<file path="src/pkg/tdm_port_defines.svh">
`ifndef TDM_PORT_DEFINES_SVH
`define TDM_PORT_DEFINES_SVH

// Register byte offsets on the AXI4-Lite bus
`define OFS_CTRL     5'h00
`define OFS_TX_SLOT  5'h04
`define OFS_RX_SLOT  5'h08
`define OFS_TX_DATA  5'h0c
`define OFS_RX_DATA  5'h10
`define OFS_STATUS   5'h14

// Control register field positions
`define CTRL_HWY_EN    0
`define CTRL_FS_POL    1
`define CTRL_OUT_SEL   2
`define CTRL_RX_SEL    3
`define CTRL_A_EN      4
`define CTRL_B_EN      5
`define CTRL_TX_EDGE   6
`define CTRL_RX_EDGE   7
`define CTRL_TX_INV    8
`define CTRL_TX_ORDER  9
`define CTRL_RX_INV    10
`define CTRL_RX_ORDER  11
`define CTRL_RX_INSEL  12
`define CTRL_W         13

// Slot register layout: slot number low, bit offset above it
`define SLOT_W         11
`define POS_W          12

// Reset values
`define CTRL_RESET     13'h0000
`define SLOT_RESET     11'h000
`define BYTE_RESET     8'h00

// Bus responses
`define RESP_OKAY      2'h0
`define RESP_SLVERR    2'h2

`endif

</file>
<file path="src/pkg/tdm_port_pkg.sv">
package tdm_port_pkg;
`include "tdm_port_defines.svh"

   // Slot timer: waiting for first frame, or counting bits
   typedef enum logic [1:0] {TS_IDLE = 2'h1, TS_RUN = 2'h2} slot_state_type;

   // Synchroniser chain plus edge history
   typedef struct packed {
      logic s1;
      logic s2;
      logic s3;
   } sync_state_type;

   // Bit position counter of one direction
   typedef struct packed {
      slot_state_type     st;
      logic [`POS_W-1:0]  pos;
      logic               armed;
      logic               fprev;
      logic               win;
      logic [2:0]         idx;
      logic               step;
   } slot_state_pack_type;

   // Whole state of the port
   typedef struct packed {
      logic [`CTRL_W-1:0] ctrl;
      logic [`SLOT_W-1:0] tx_slot;
      logic [`SLOT_W-1:0] rx_slot;
      logic [7:0]         tx_data;
      logic [7:0]         rx_data;
      logic [7:0]         rx_shift;
      logic               rx_full;
      logic               aw_got;
      logic [4:0]         aw_addr;
      logic               w_got;
      logic [`CTRL_W-1:0] wdata;
      logic [1:0]         wstrb;
      logic               bvalid;
      logic [1:0]         bresp;
      logic               rvalid;
      logic [`CTRL_W-1:0] rdata;
      logic [1:0]         rresp;
      logic               a_out;
      logic               a_oe_n;
      logic               b_out;
      logic               b_oe_n;
   } port_state_type;
endpackage

</file>
<file path="src/verilog/edge_sync.sv">
`timescale 1ns/1ps
// Two-flop synchroniser with edge pulses taken after the second flop
module edge_sync
   import tdm_port_pkg::*;
(
   input  wire logic clk,
   input  wire logic rst_n,
   input  wire logic ce,
   input  wire logic pin,
   output logic      level,
   output logic      rise,
   output logic      fall
);
   sync_state_type r_reg;   // Chain state
   sync_state_type r_next;  // Next chain state

   // Shift the pin through; s1 feeds only s2
   always_comb
   begin
      r_next    = r_reg;
      r_next.s1 = pin;
      r_next.s2 = r_reg.s1;
      r_next.s3 = r_reg.s2;
   end

   // Register the chain
   always_ff @(posedge clk)
   begin
      if (!rst_n)
         r_reg <= '0;
      else if (ce)
         r_reg <= r_next;
   end

   // Edges compare second and third stage only
   assign level = r_reg.s2;
   assign rise  = r_reg.s2 & ~r_reg.s3;
   assign fall  = ~r_reg.s2 & r_reg.s3;
endmodule

</file>
<file path="src/verilog/slot_timer.sv">
`timescale 1ns/1ps
// Counts bit clock edges from frame start and flags the 8-bit slot
module slot_timer
   import tdm_port_pkg::*;
(
   input  wire logic               clk,
   input  wire logic               rst_n,
   input  wire logic               ce,
   input  wire logic               enable,
   input  wire logic               frame,
   input  wire logic               tick,
   input  wire logic [`SLOT_W-1:0] slot_cfg,
   output logic                    win,
   output logic [2:0]              idx,
   output logic                    step
);
   slot_state_pack_type r_reg;   // Timer state
   slot_state_pack_type r_next;  // Next timer state
   logic [`POS_W-1:0]   start;   // First bit position of the slot
   logic [`POS_W-1:0]   diff;    // Distance from slot start
   logic                rise;    // Frame sync just became active

   // Slot start is slot number times eight plus bit offset
   assign start = {1'b0, slot_cfg[7:0], 3'h0}
                + {9'h000, slot_cfg[10:8]};
   assign rise  = frame & ~r_reg.fprev;

   // Arm on frame start, restart count on next bit edge
   always_comb
   begin
      r_next       = r_reg;
      r_next.fprev = frame;
      r_next.step  = tick;
      if (tick)
      begin
         if (r_reg.armed || rise)
         begin
            r_next.pos   = '0;
            r_next.st    = TS_RUN;
            r_next.armed = 1'b0;
         end
         // Saturate so a lost frame sync never wraps into a slot
         else if (r_reg.st == TS_RUN && r_reg.pos != {`POS_W{1'b1}})
            r_next.pos = r_reg.pos + `POS_W'(1);
      end
      else if (rise)
         r_next.armed = 1'b1;
      // Frame sync ignored while the highway is off
      if (!enable)
      begin
         r_next.st    = TS_IDLE;
         r_next.armed = 1'b0;
      end
      diff       = r_next.pos - start;
      r_next.win = (r_next.st == TS_RUN) && (r_next.pos >= start)
                 && (diff < `POS_W'(8));
      r_next.idx = diff[2:0];
   end

   // Register timer state
   always_ff @(posedge clk)
   begin
      if (!rst_n)
         r_reg <= '{st: TS_IDLE, default: '0};
      else if (ce)
         r_reg <= r_next;
   end

   assign win  = r_reg.win;
   assign idx  = r_reg.idx;
   assign step = r_reg.step;
endmodule

</file>
<file path="src/verilog/tdm_serial_port.sv">
`timescale 1ns/1ps
module tdm_serial_port
   import tdm_port_pkg::*;
(
   input  wire logic        clk,
   input  wire logic        rst_n,
   input  wire logic        ce,
   input  wire logic [4:0]  s_axi_awaddr,
   input  wire logic        s_axi_awvalid,
   output logic             s_axi_awready,
   input  wire logic [31:0] s_axi_wdata,
   input  wire logic [3:0]  s_axi_wstrb,
   input  wire logic        s_axi_wvalid,
   output logic             s_axi_wready,
   output logic [1:0]       s_axi_bresp,
   output logic             s_axi_bvalid,
   input  wire logic        s_axi_bready,
   input  wire logic [4:0]  s_axi_araddr,
   input  wire logic        s_axi_arvalid,
   output logic             s_axi_arready,
   output logic [31:0]      s_axi_rdata,
   output logic [1:0]       s_axi_rresp,
   output logic             s_axi_rvalid,
   input  wire logic        s_axi_rready,
   input  wire logic        tx_bit_clock,
   input  wire logic        frame_sync_in,
   input  wire logic        rx_data_in_a,
   input  wire logic        rx_clk_or_data_b,
   output logic             tx_data_out_a,
   output logic             tx_data_out_a_oe_n,
   output logic             tx_b_strobe_pin,
   output logic             tx_b_strobe_pin_oe_n
);
   port_state_type     r_reg;       // All port state
   port_state_type     r_next;      // Next port state
   logic               txc_lvl;     // Transmit clock, synchronised
   logic               txc_rise;    // Transmit clock rising edge
   logic               txc_fall;    // Transmit clock falling edge
   logic               p21_lvl;     // Shared receive pin level
   logic               p21_rise;    // Shared receive pin rising edge
   logic               p21_fall;    // Shared receive pin falling edge
   logic               fs_lvl;      // Frame sync level
   logic               rxa_lvl;     // Receive input A level
   logic               frame;       // Frame sync active, polarity applied
   logic               tx_tick;     // Transmit launch edge
   logic               rx_tick;     // Receive sampling edge
   logic               rx_din;      // Selected receive bit
   logic               tx_win;      // Transmit slot open
   logic [2:0]         tx_idx;      // Bit number within transmit slot
   logic               tx_step;     // Transmit edge just taken
   logic               rx_win;      // Receive slot open
   logic [2:0]         rx_idx;      // Bit number within receive slot
   logic               rx_step;     // Receive edge just taken
   logic [`CTRL_W-1:0] wmask;       // Byte-lane mask of the write
   logic [2:0]         bpos;        // Byte bit chosen by order
   logic [7:0]         rx_byte;     // Receive byte with new bit merged
   logic               a_valid;     // A carries a valid bit this cycle

   // Every highway pin passes a two-flop chain first
   edge_sync u_txc (.clk(clk), .rst_n(rst_n), .ce(ce),
      .pin(tx_bit_clock), .level(txc_lvl),
      .rise(txc_rise), .fall(txc_fall));
   edge_sync u_p21 (.clk(clk), .rst_n(rst_n), .ce(ce),
      .pin(rx_clk_or_data_b), .level(p21_lvl),
      .rise(p21_rise), .fall(p21_fall));
   edge_sync u_fs (.clk(clk), .rst_n(rst_n), .ce(ce),
      .pin(frame_sync_in), .level(fs_lvl),
      .rise(), .fall());
   edge_sync u_rxa (.clk(clk), .rst_n(rst_n), .ce(ce),
      .pin(rx_data_in_a), .level(rxa_lvl),
      .rise(), .fall());

   // Frame sync polarity: 1 means active high
   assign frame = (fs_lvl == r_reg.ctrl[`CTRL_FS_POL]);

   // Falling edge after reset, rising edge when inverted
   assign tx_tick = r_reg.ctrl[`CTRL_TX_EDGE] ? txc_rise
                                              : txc_fall;

   // Receive clock comes from the shared pin or the transmit clock
   always_comb
   begin
      if (r_reg.ctrl[`CTRL_RX_SEL])
         rx_tick = r_reg.ctrl[`CTRL_RX_EDGE] ? txc_fall : txc_rise;
      else
         rx_tick = r_reg.ctrl[`CTRL_RX_EDGE] ? p21_fall
                                             : p21_rise;
      // Input B exists only while the shared pin carries data
      if (r_reg.ctrl[`CTRL_RX_SEL] && r_reg.ctrl[`CTRL_RX_INSEL])
         rx_din = p21_lvl;
      else
         rx_din = rxa_lvl;
   end

   // Independent slot timers so the two directions may differ in rate
   slot_timer u_tx_slot (.clk(clk), .rst_n(rst_n), .ce(ce),
      .enable(r_reg.ctrl[`CTRL_HWY_EN]), .frame(frame),
      .tick(tx_tick), .slot_cfg(r_reg.tx_slot),
      .win(tx_win), .idx(tx_idx), .step(tx_step));
   slot_timer u_rx_slot (.clk(clk), .rst_n(rst_n), .ce(ce),
      .enable(r_reg.ctrl[`CTRL_HWY_EN]), .frame(frame),
      .tick(rx_tick), .slot_cfg(r_reg.rx_slot),
      .win(rx_win), .idx(rx_idx), .step(rx_step));

   // Write lanes: byte 0 for bits 7:0, byte 1 for the rest
   assign wmask = {{(`CTRL_W-8){r_reg.wstrb[1]}}, {8{r_reg.wstrb[0]}}};

   // Slave handshakes: one write and one read in flight at most
   assign s_axi_awready = ~r_reg.aw_got & ~r_reg.bvalid;
   assign s_axi_wready  = ~r_reg.w_got & ~r_reg.bvalid;
   assign s_axi_arready = ~r_reg.rvalid;
   assign s_axi_bvalid  = r_reg.bvalid;
   assign s_axi_bresp   = r_reg.bresp;
   assign s_axi_rvalid  = r_reg.rvalid;
   assign s_axi_rresp   = r_reg.rresp;
   assign s_axi_rdata   = {{(32-`CTRL_W){1'b0}}, r_reg.rdata};

   // Strobe marks bits that A really carries
   assign a_valid = tx_win & r_reg.ctrl[`CTRL_A_EN];

   // Bus, receive shifter and pin drivers
   always_comb
   begin
      r_next  = r_reg;
      bpos    = 3'h0;
      rx_byte = r_reg.rx_shift;

      // Address and data are taken in either order
      if (s_axi_awvalid && s_axi_awready)
      begin
         r_next.aw_got  = 1'b1;
         r_next.aw_addr = s_axi_awaddr;
      end
      if (s_axi_wvalid && s_axi_wready)
      begin
         r_next.w_got = 1'b1;
         r_next.wdata = s_axi_wdata[`CTRL_W-1:0];
         r_next.wstrb = s_axi_wstrb[1:0];
      end

      // Both halves present: perform the write
      if (r_reg.aw_got && r_reg.w_got)
      begin
         r_next.aw_got = 1'b0;
         r_next.w_got  = 1'b0;
         r_next.bvalid = 1'b1;
         r_next.bresp  = `RESP_OKAY;
         case ({r_reg.aw_addr[4:2], 2'h0})
            `OFS_CTRL:
               r_next.ctrl = (r_reg.ctrl & ~wmask) | (r_reg.wdata & wmask);
            `OFS_TX_SLOT:
               r_next.tx_slot = (r_reg.tx_slot & ~wmask[`SLOT_W-1:0])
                              | (r_reg.wdata[`SLOT_W-1:0]
                                 & wmask[`SLOT_W-1:0]);
            `OFS_RX_SLOT:
               r_next.rx_slot = (r_reg.rx_slot & ~wmask[`SLOT_W-1:0])
                              | (r_reg.wdata[`SLOT_W-1:0]
                                 & wmask[`SLOT_W-1:0]);
            `OFS_TX_DATA:
               if (r_reg.wstrb[0])
                  r_next.tx_data = r_reg.wdata[7:0];
            // Read-only registers ignore writes
            `OFS_RX_DATA, `OFS_STATUS:
               r_next.bresp = `RESP_OKAY;
            default:
               r_next.bresp = `RESP_SLVERR;
         endcase
      end
      if (r_reg.bvalid && s_axi_bready)
         r_next.bvalid = 1'b0;

      // Read: answer one cycle after the address is taken
      if (r_reg.rvalid && s_axi_rready)
         r_next.rvalid = 1'b0;
      if (s_axi_arvalid && s_axi_arready)
      begin
         r_next.rvalid = 1'b1;
         r_next.rresp  = `RESP_OKAY;
         r_next.rdata  = '0;
         case ({s_axi_araddr[4:2], 2'h0})
            `OFS_CTRL:    r_next.rdata = r_reg.ctrl;
            `OFS_TX_SLOT: r_next.rdata[`SLOT_W-1:0] = r_reg.tx_slot;
            `OFS_RX_SLOT: r_next.rdata[`SLOT_W-1:0] = r_reg.rx_slot;
            `OFS_TX_DATA: r_next.rdata[7:0] = r_reg.tx_data;
            `OFS_RX_DATA:
            begin
               r_next.rdata[7:0] = r_reg.rx_data;
               r_next.rx_full    = 1'b0;
            end
            `OFS_STATUS:
               r_next.rdata[2:0] = {rx_win, tx_win, r_reg.rx_full};
            default:      r_next.rresp = `RESP_SLVERR;
         endcase
      end

      // Receive: capture only inside the slot; a new byte wins
      // over a read that clears the full flag in the same cycle
      if (rx_step && rx_win)
      begin
         bpos = r_reg.ctrl[`CTRL_RX_ORDER] ? (3'h7 - rx_idx) : rx_idx;
         rx_byte[bpos] = rx_din ^ r_reg.ctrl[`CTRL_RX_INV];
         r_next.rx_shift = rx_byte;
         if (rx_idx == 3'h7)
         begin
            r_next.rx_data = rx_byte;
            r_next.rx_full = 1'b1;
         end
      end

      // Transmit bit: order then invert; B carries the same bit unless the strobe is selected
      bpos = r_reg.ctrl[`CTRL_TX_ORDER] ? (3'h7 - tx_idx) : tx_idx;
      r_next.a_out = r_reg.tx_data[bpos]
                   ^ r_reg.ctrl[`CTRL_TX_INV];
      // A drives only in its slot, else floats
      r_next.a_oe_n = ~a_valid;
      if (r_reg.ctrl[`CTRL_OUT_SEL])
      begin
         // Strobe always driven; enable B is overridden
         r_next.b_out  = ~a_valid;
         r_next.b_oe_n = 1'b0;
      end
      else
      begin
         r_next.b_out  = r_next.a_out;
         r_next.b_oe_n = ~(tx_win & r_reg.ctrl[`CTRL_B_EN]);
      end
   end

   // Register all state; pins float and control clears in reset
   always_ff @(posedge clk)
   begin
      if (!rst_n)
         r_reg <= '{ctrl: `CTRL_RESET, tx_slot: `SLOT_RESET,
                    rx_slot: `SLOT_RESET, a_out: 1'b1, a_oe_n: 1'b1,
                    b_out: 1'b1, b_oe_n: 1'b1, default: '0};
      else if (ce)
         r_reg <= r_next;
   end

   assign tx_data_out_a        = r_reg.a_out;
   assign tx_data_out_a_oe_n   = r_reg.a_oe_n;
   assign tx_b_strobe_pin      = r_reg.b_out;
   assign tx_b_strobe_pin_oe_n = r_reg.b_oe_n;
endmodule

</file>
<file path="config.mk">
export PLATFORM = sky130hd
export DESIGN_NAME = tdm_serial_port
export DESIGN_NICKNAME = d
export VERILOG_FILES = /design/src/pkg/tdm_port_pkg.sv /design/src/verilog/edge_sync.sv /design/src/verilog/slot_timer.sv /design/src/verilog/tdm_serial_port.sv
export VERILOG_INCLUDE_DIRS = /design/src /design/src/pkg
export SDC_FILE = /design/constraint.sdc
export NUM_CORES = 1
export LEC_CHECK = 0
export ABC_AREA = 1
export BUFFER_PORTS_ARGS = -buffer_cell sky130_fd_sc_hd__buf_2
export CORE_ASPECT_RATIO = 1.4
export CORE_MARGIN = 5
export CORE_UTILIZATION = 60
export DETAILED_ROUTE_END_ITERATION = 10
export PLACE_DENSITY = 0.87
export SKIP_CTS_REPAIR_TIMING = 1
export SLEW_MARGIN = 0
export SYNTH_ARGS = -nofsm -noshare
export SYNTH_HDL_FRONTEND = slang
export SYNTH_SLANG_ARGS = --single-unit
</file>
<file path="constraint.sdc">
create_clock -name clk -period 5.26 [get_ports clk]
set_input_delay 0 -clock clk [delete_from_list [all_inputs] [get_ports clk]]
set_output_delay 0 -clock clk [all_outputs]
set_load 0.02 [all_outputs]
</file>
After elaboration in Yosys (flattened, before gate mapping)
Cells that the tools add are included.
{ "op_classes": {"n_reduce_logical": 41, "n_mux": 48, "bitwise": 32, "order_cmp": 7, "n_addsub": 8, "eq_ne": 22} }
{ "op_table": {"columns": ["operator", "count"], "rows": [
  ["12-bit 2-to-1 mux", 4],
  ["11-bit AND", 3],
  ["16-bit 2-to-1 mux", 2],
  ["14-bit 2-to-1 mux", 2],
  ["13-bit AND", 2],
  ["5-bit case mux with 5 select lines", 1],
  ["11-bit by 3-bit adder with 12-bit output", 2],
  ["12-bit by 1-bit adder with 12-bit output, second input constant", 2],
  ["12-bit greater-or-equal comparator", 2],
  ["12-bit by 4-bit < comparator with 1-bit output, second input constant", 2],
  ["12-bit inequality test, second input constant", 2],
  ["12-bit subtractor", 2],
  ["1-bit 2-to-1 mux", 22],
  ["11-bit OR", 2],
  ["3-bit case mux with 6 select lines", 1],
  ["2-bit AND reduction", 9],
  ["3-bit AND reduction", 6],
  ["2-bit 2-to-1 mux", 8],
  ["3-bit == test, second input constant", 5],
  ["1-bit logical AND", 15],
  ["13-bit NOT", 1],
  ["13-bit OR", 1],
  ["3-bit by 2-bit == test with 1-bit output, second input constant", 4],
  ["6-bit OR reduction", 2],
  ["other kinds (22)", 56]
]} }
{ "word_totals": {"register_bits": 155, "output_inout_bits": 45, "wordCells": 201, "in_bits": 58} }

Logic depth before layout (Yosys ltp)
{ "depth": {"ltp_word": 9, "ltp_mapped": 28, "ltp_nobuf": 28} }

Hierarchy
A second synthesis with hierarchy kept.
{ "unflattened": {"cells_unflattened": 1372, "hier_area_um2": 9143.8} }
{ "by_module_without_submodules": {"columns": ["module", "instances", "cells_each", "seq_area_each_um2", "area_per_inst_um2"], "rows": [
  ["tdm_serial_port", 1, 652, 2021.9, 4727.0],
  ["slot_timer", 2, 318, 420.4, 1948.1],
  ["edge_sync", 4, 21, 60.1, 130.1]
]} }

Least setup slack after synthesis
OpenSTA, ideal clock, no wires.
{ "synth_timing": {"path_kind": "flip-flop to flip-flop", "start": "register u_rx_slot.r_reg[7] (netlist name)", "end": "register u_rx_slot.r_reg (netlist bit u_rx_slot.win)", "arrival_time_ns": 2.717, "setup_ns": 0.065, "required_time_ns": 5.195, "path_slack_ns": 2.479, "synth_period_minus_slack_ns": 2.781, "path_buffers": 0, "path_stages_with_launch": 22, "cell_sequence": "dfxtp_1 > ha_1 > nand2_1 > nor3_4 > nand3_2 > nand2_4 > nor2_4 > o21ai_1 > ha_1 > inv_1 > fa_1 > nand2_1 > nand2_1 > nand3_1 > nand3_1 > nand2_1 > nand3_1 > nor2_1 > nand4_1 > nor2_1 > nor2_1 > nor2_1"} }
{ "synth_via": {"elab_chain_len": 8, "word_cells_on_any_way": 11, "classes_between": "add/sub (2); order compare (2); eq/ne (1); mux (3); reduce/logical (3)"} }
{ "synth_rtl": {"columns": ["item", "line_no", "source"], "rows": [
  ["start: declaration", "slot_timer.sv:17", "slot_state_pack_type r_reg;"],
  ["start signal: assignment", "slot_timer.sv:66", "r_reg <= r_next;"],
  ["parallel branches: the longest is 4 deep, another holds 12-bit by 1-bit adder with 12-bit output", null, null],
  ["14-bit 2-to-1 mux (*)", "slot_timer.sv:34", "if (tick)"],
  ["12-bit subtractor or 12-bit greater-or-equal comparator (tied branches)", "slot_timer.sv:54, slot_timer.sv:55", null],
  ["12-bit by 4-bit < comparator with 1-bit output or 1-bit logical AND (tied branches)", "slot_timer.sv:56, slot_timer.sv:55", null],
  ["1-bit logical AND (*)", "slot_timer.sv:55", "r_next.win = (r_next.st == TS_RUN) && (r_next.pos >= start)"]
]} }
Every way passes the cells marked *.
A chain may end at the register's enable or synchronous reset.

==> flow_metrics.tcl <==
set metrics [dict create \
    status "finished, violations left" \
    violations "negative hold slack" \
    syn_inst 1298 \
    design.core.area_sq_um 14000 \
    tns_ps 0 \
    rsz0062_at_grt "no" \
    dieArea_sq_um 16900 \
    synth_warnings 0 \
    start_kind "flip-flop" \
    cp_top_family "simple AND/OR/NAND/NOR gates" \
    clockBufferDepth 2 \
    cpPeakStageDelay_ps 450 \
    fillCellCount 1087 \
    htree_levels 4 \
    clock-sinks 151 \
    die_y_um 152 \
    min_path_cells 4 \
    register_area_sq_um 3020 \
    synth_seq_cells 151 \
    arrival_ps 3880 \
    grt_pass1_wl_mm 37.9 \
    layout-drive-gt1-share_pct 9.12 \
    numCtsBuffers 17 \
    r2r-end "u_rx_slot.win" \
    slew_viol_final 0 \
    power_frac_comb_pct 14.9 \
    worstSkewPairLatency_ps 430 \
    dp_hpwl_mm 16.4 \
    wl_met2_mm 12.2 \
    max_slew_margin_pct 29.8 \
    period_needed_ps 3520 \
    grt_antenna_before_repair 0 \
    via_per_inst 5.67 \
    synth_commonest_cells "235 x nand2_1, 198 x inv_1, 151 x dfxtp_1" \
    die_w_um 111 \
    ys.flop_type "dfxtp_1" \
    timing.max_cap.violations 0 \
    critPathRequiredTime_ps 5620 \
    fin_area_sq_um 9620 \
    synth_edf_count 0 \
    final_util_pct 68.9 \
    worstHoldPathType "input port to flip-flop" \
    cts.root.buffer_cell "clkbuf_16" \
    area_growth_syn_to_layout_pct 11.9 \
    r2r_setup_slack_ps 1740 \
    firstDrtPassIters 5 \
    finClkSkew_ps 11.1 \
    grt_max_degree 63 \
    grt_overflow 0 \
    wl_met1_mm 9.01 \
    p_clk_share_pct 42.6 \
    yosysTopAreaCellShare_pct 35.1 \
    fin_crit_sh_pct 66.9 \
    wl_per_cell_um 15.8 \
    crit_chain "inv_1 > nand2_1 > nand3_1 > nand2_1 > nand3_1 > inv_1 > a21oi_1 > o21ai_1 > ha_1 > inv_1 > fa_1 > nand2_1 > nand2_1 > nand3_1 > nand3_1 > nor2_1 > nand3_1 > nor2_1 > nand4_1 > nor2_1 > nor2_1 > nor2_1" \
    vias 8750 \
    hp-start "s_axi_bready" \
    route.detailed.drc 0 \
    rows 51 \
    wl_met3_mm 1.57 \
    synthTopCellsByArea "dfxtp_1 35%, nand2_1 10%, inv_1 8.6%" \
    r2r_cells 22 \
    power_frac_seq_pct 42.5 \
    drtIter0Drc 732 \
    dr.max_layer_used "met4" \
    n_antenna_cell 0 \
    wl_mm 24.3 \
    yosys.cell_types.count 45 \
    cellLeakagePower_nw 4.43 \
    port_buffers 56 \
    gp_congestion 0.942 \
    multiInputGateArea_sq_um 4450 \
    worstMarginPinSlew_ps 1050 \
    io_pins 103 \
    final_nets 1430 \
    cts_tree "built" \
    swShare_pct 30.2 \
    cp_num_buf_inv 3 \
    syn-mean-instance-area_sq_um 6.63 \
    switchingPower_uw 866 \
    p_per_area_nw_per_um2 298 \
    finalSetupViolCount 0 \
    grt_pass1_vias 8079 \
    cp-end-kind "flip-flop" \
    hold_ws_ps -77.4 \
    fmax_mhz 284 \
    ir_drop_mv 0.308 \
    cp_slowest_cell "fa_1" \
    crit_type "flip-flop to flip-flop" \
    syn_area_sq_um 8600 \
    internal-power_mw 2.00 \
    critical_path.max_fanout 8 \
    yosysSeqAreaShare_pct 35.1 \
    hold_end "s_axi_bvalid" \
    place_area_sq_um 8790 \
    track_usage_pct 27.6 \
    synth_most_common_cell "nand2_1" \
    start_util_pct 61.5 \
    async_flop_share_pct 0 \
    cts.clk_slew.worst_paths_ps 70 \
    synth.largest_area_cell "dfxtp_1" \
    ant_nets 0 \
    finalHoldViolations 1 \
]
-- placed cells by master (no fill, tap or decap), drive strengths merged, types with 2 or more instances in the layout --
cell           n
fa             2
or2            2
a31oi          8
nand3         71
o21ai        155
nor4           2
o221ai         2
nand4          9
inv          216
a21oi        129
o21bai         6
o22ai          8
dfxtp        151
clkinvlp       3
xnor2          8
a22oi          3
buf           60
nor3          13
dlygate4sd3   25
conb          21
o211ai         5
ha            24
nand2        241
clkbuf        18
a221oi         8
nor2         148
nand3b         4
xor2           9
-- routing by layer --
layer	vias up	GRT usage [%]
met1	3962	30.7
met3	115	4.41
li1	4259	-
met2	414	48.7
met5	-	0
met4	0	18.7
-- tightest hold or removal path, delay by kind of cell --
| kind | cells | cell delay, ps |
|---|---|---|
| AO/OA/AOI/OAI | 2 | 190 |
| buffers and inverters | 1 | 80 |
| AND/OR/NAND/NOR | 1 | 40 |
-- worst max path at each step --
stage / start / endpoint / slack [ps] / cells past startpoint
5_1_grt: flip-flop / u_rx_slot.win / 1430 / 22
6_report: flip-flop / u_rx_slot.win / 1740 / 22
4_1_cts: flip-flop / u_rx_slot.win / 1740 / 22
3_5_place_dp: flip-flop / u_rx_slot.win / 1820 / 22
2_1_floorplan: u_rx_slot.r_reg[7] / u_rx_slot.win / 2480 / 21
3_3_place_gp: flip-flop / u_rx_slot.win / 1890 / 22
-- cells by family after synthesis --
family | share of synthesized area, %
AND/OR/NAND/NOR | 24.5
AO/OA/AOI/OAI | 20.6
buffers and inverters | 14.0
flip-flops | 35.1
adder cells (fa/ha/maj) | 3.96
XOR/XNOR | 1.82
other | 0.0436
-- area by class of cell --
cell class	count	area share (%)
clock buffers	18	4.46
clock inverters	14	1.61
inverters	206	8.04
multi-input cells	885	46.2
flip-flops and latches	151	31.4
well taps	185	2.41
repair buffers	85	5.82
-- power groups by stage --
stage / Sequential (mW) / Clock (mW) / Combinational (mW)
after floorplan: 1.23 / 0 / 0.325
after global placement: 1.24 / 0 / 0.389
after detailed placement: 1.24 / 0 / 0.398
after CTS: 1.22 / 1.22 / 0.403
after global routing: 1.22 / 1.27 / 0.483
final: 1.22 / 1.22 / 0.428
-- metrics by stage --
step	setup slack, ps	power [mW]	cells
6_report	1740	2.87	1544
5_1_grt	1430	2.98	1544
4_1_cts	1740	2.84	1519
3_5_place_dp	1820	1.64	1487
3_3_place_gp	1890	1.63	1487
2_1_floorplan	2480	1.56	1318
Note: power is estimated with default switching activity, not from simulation.
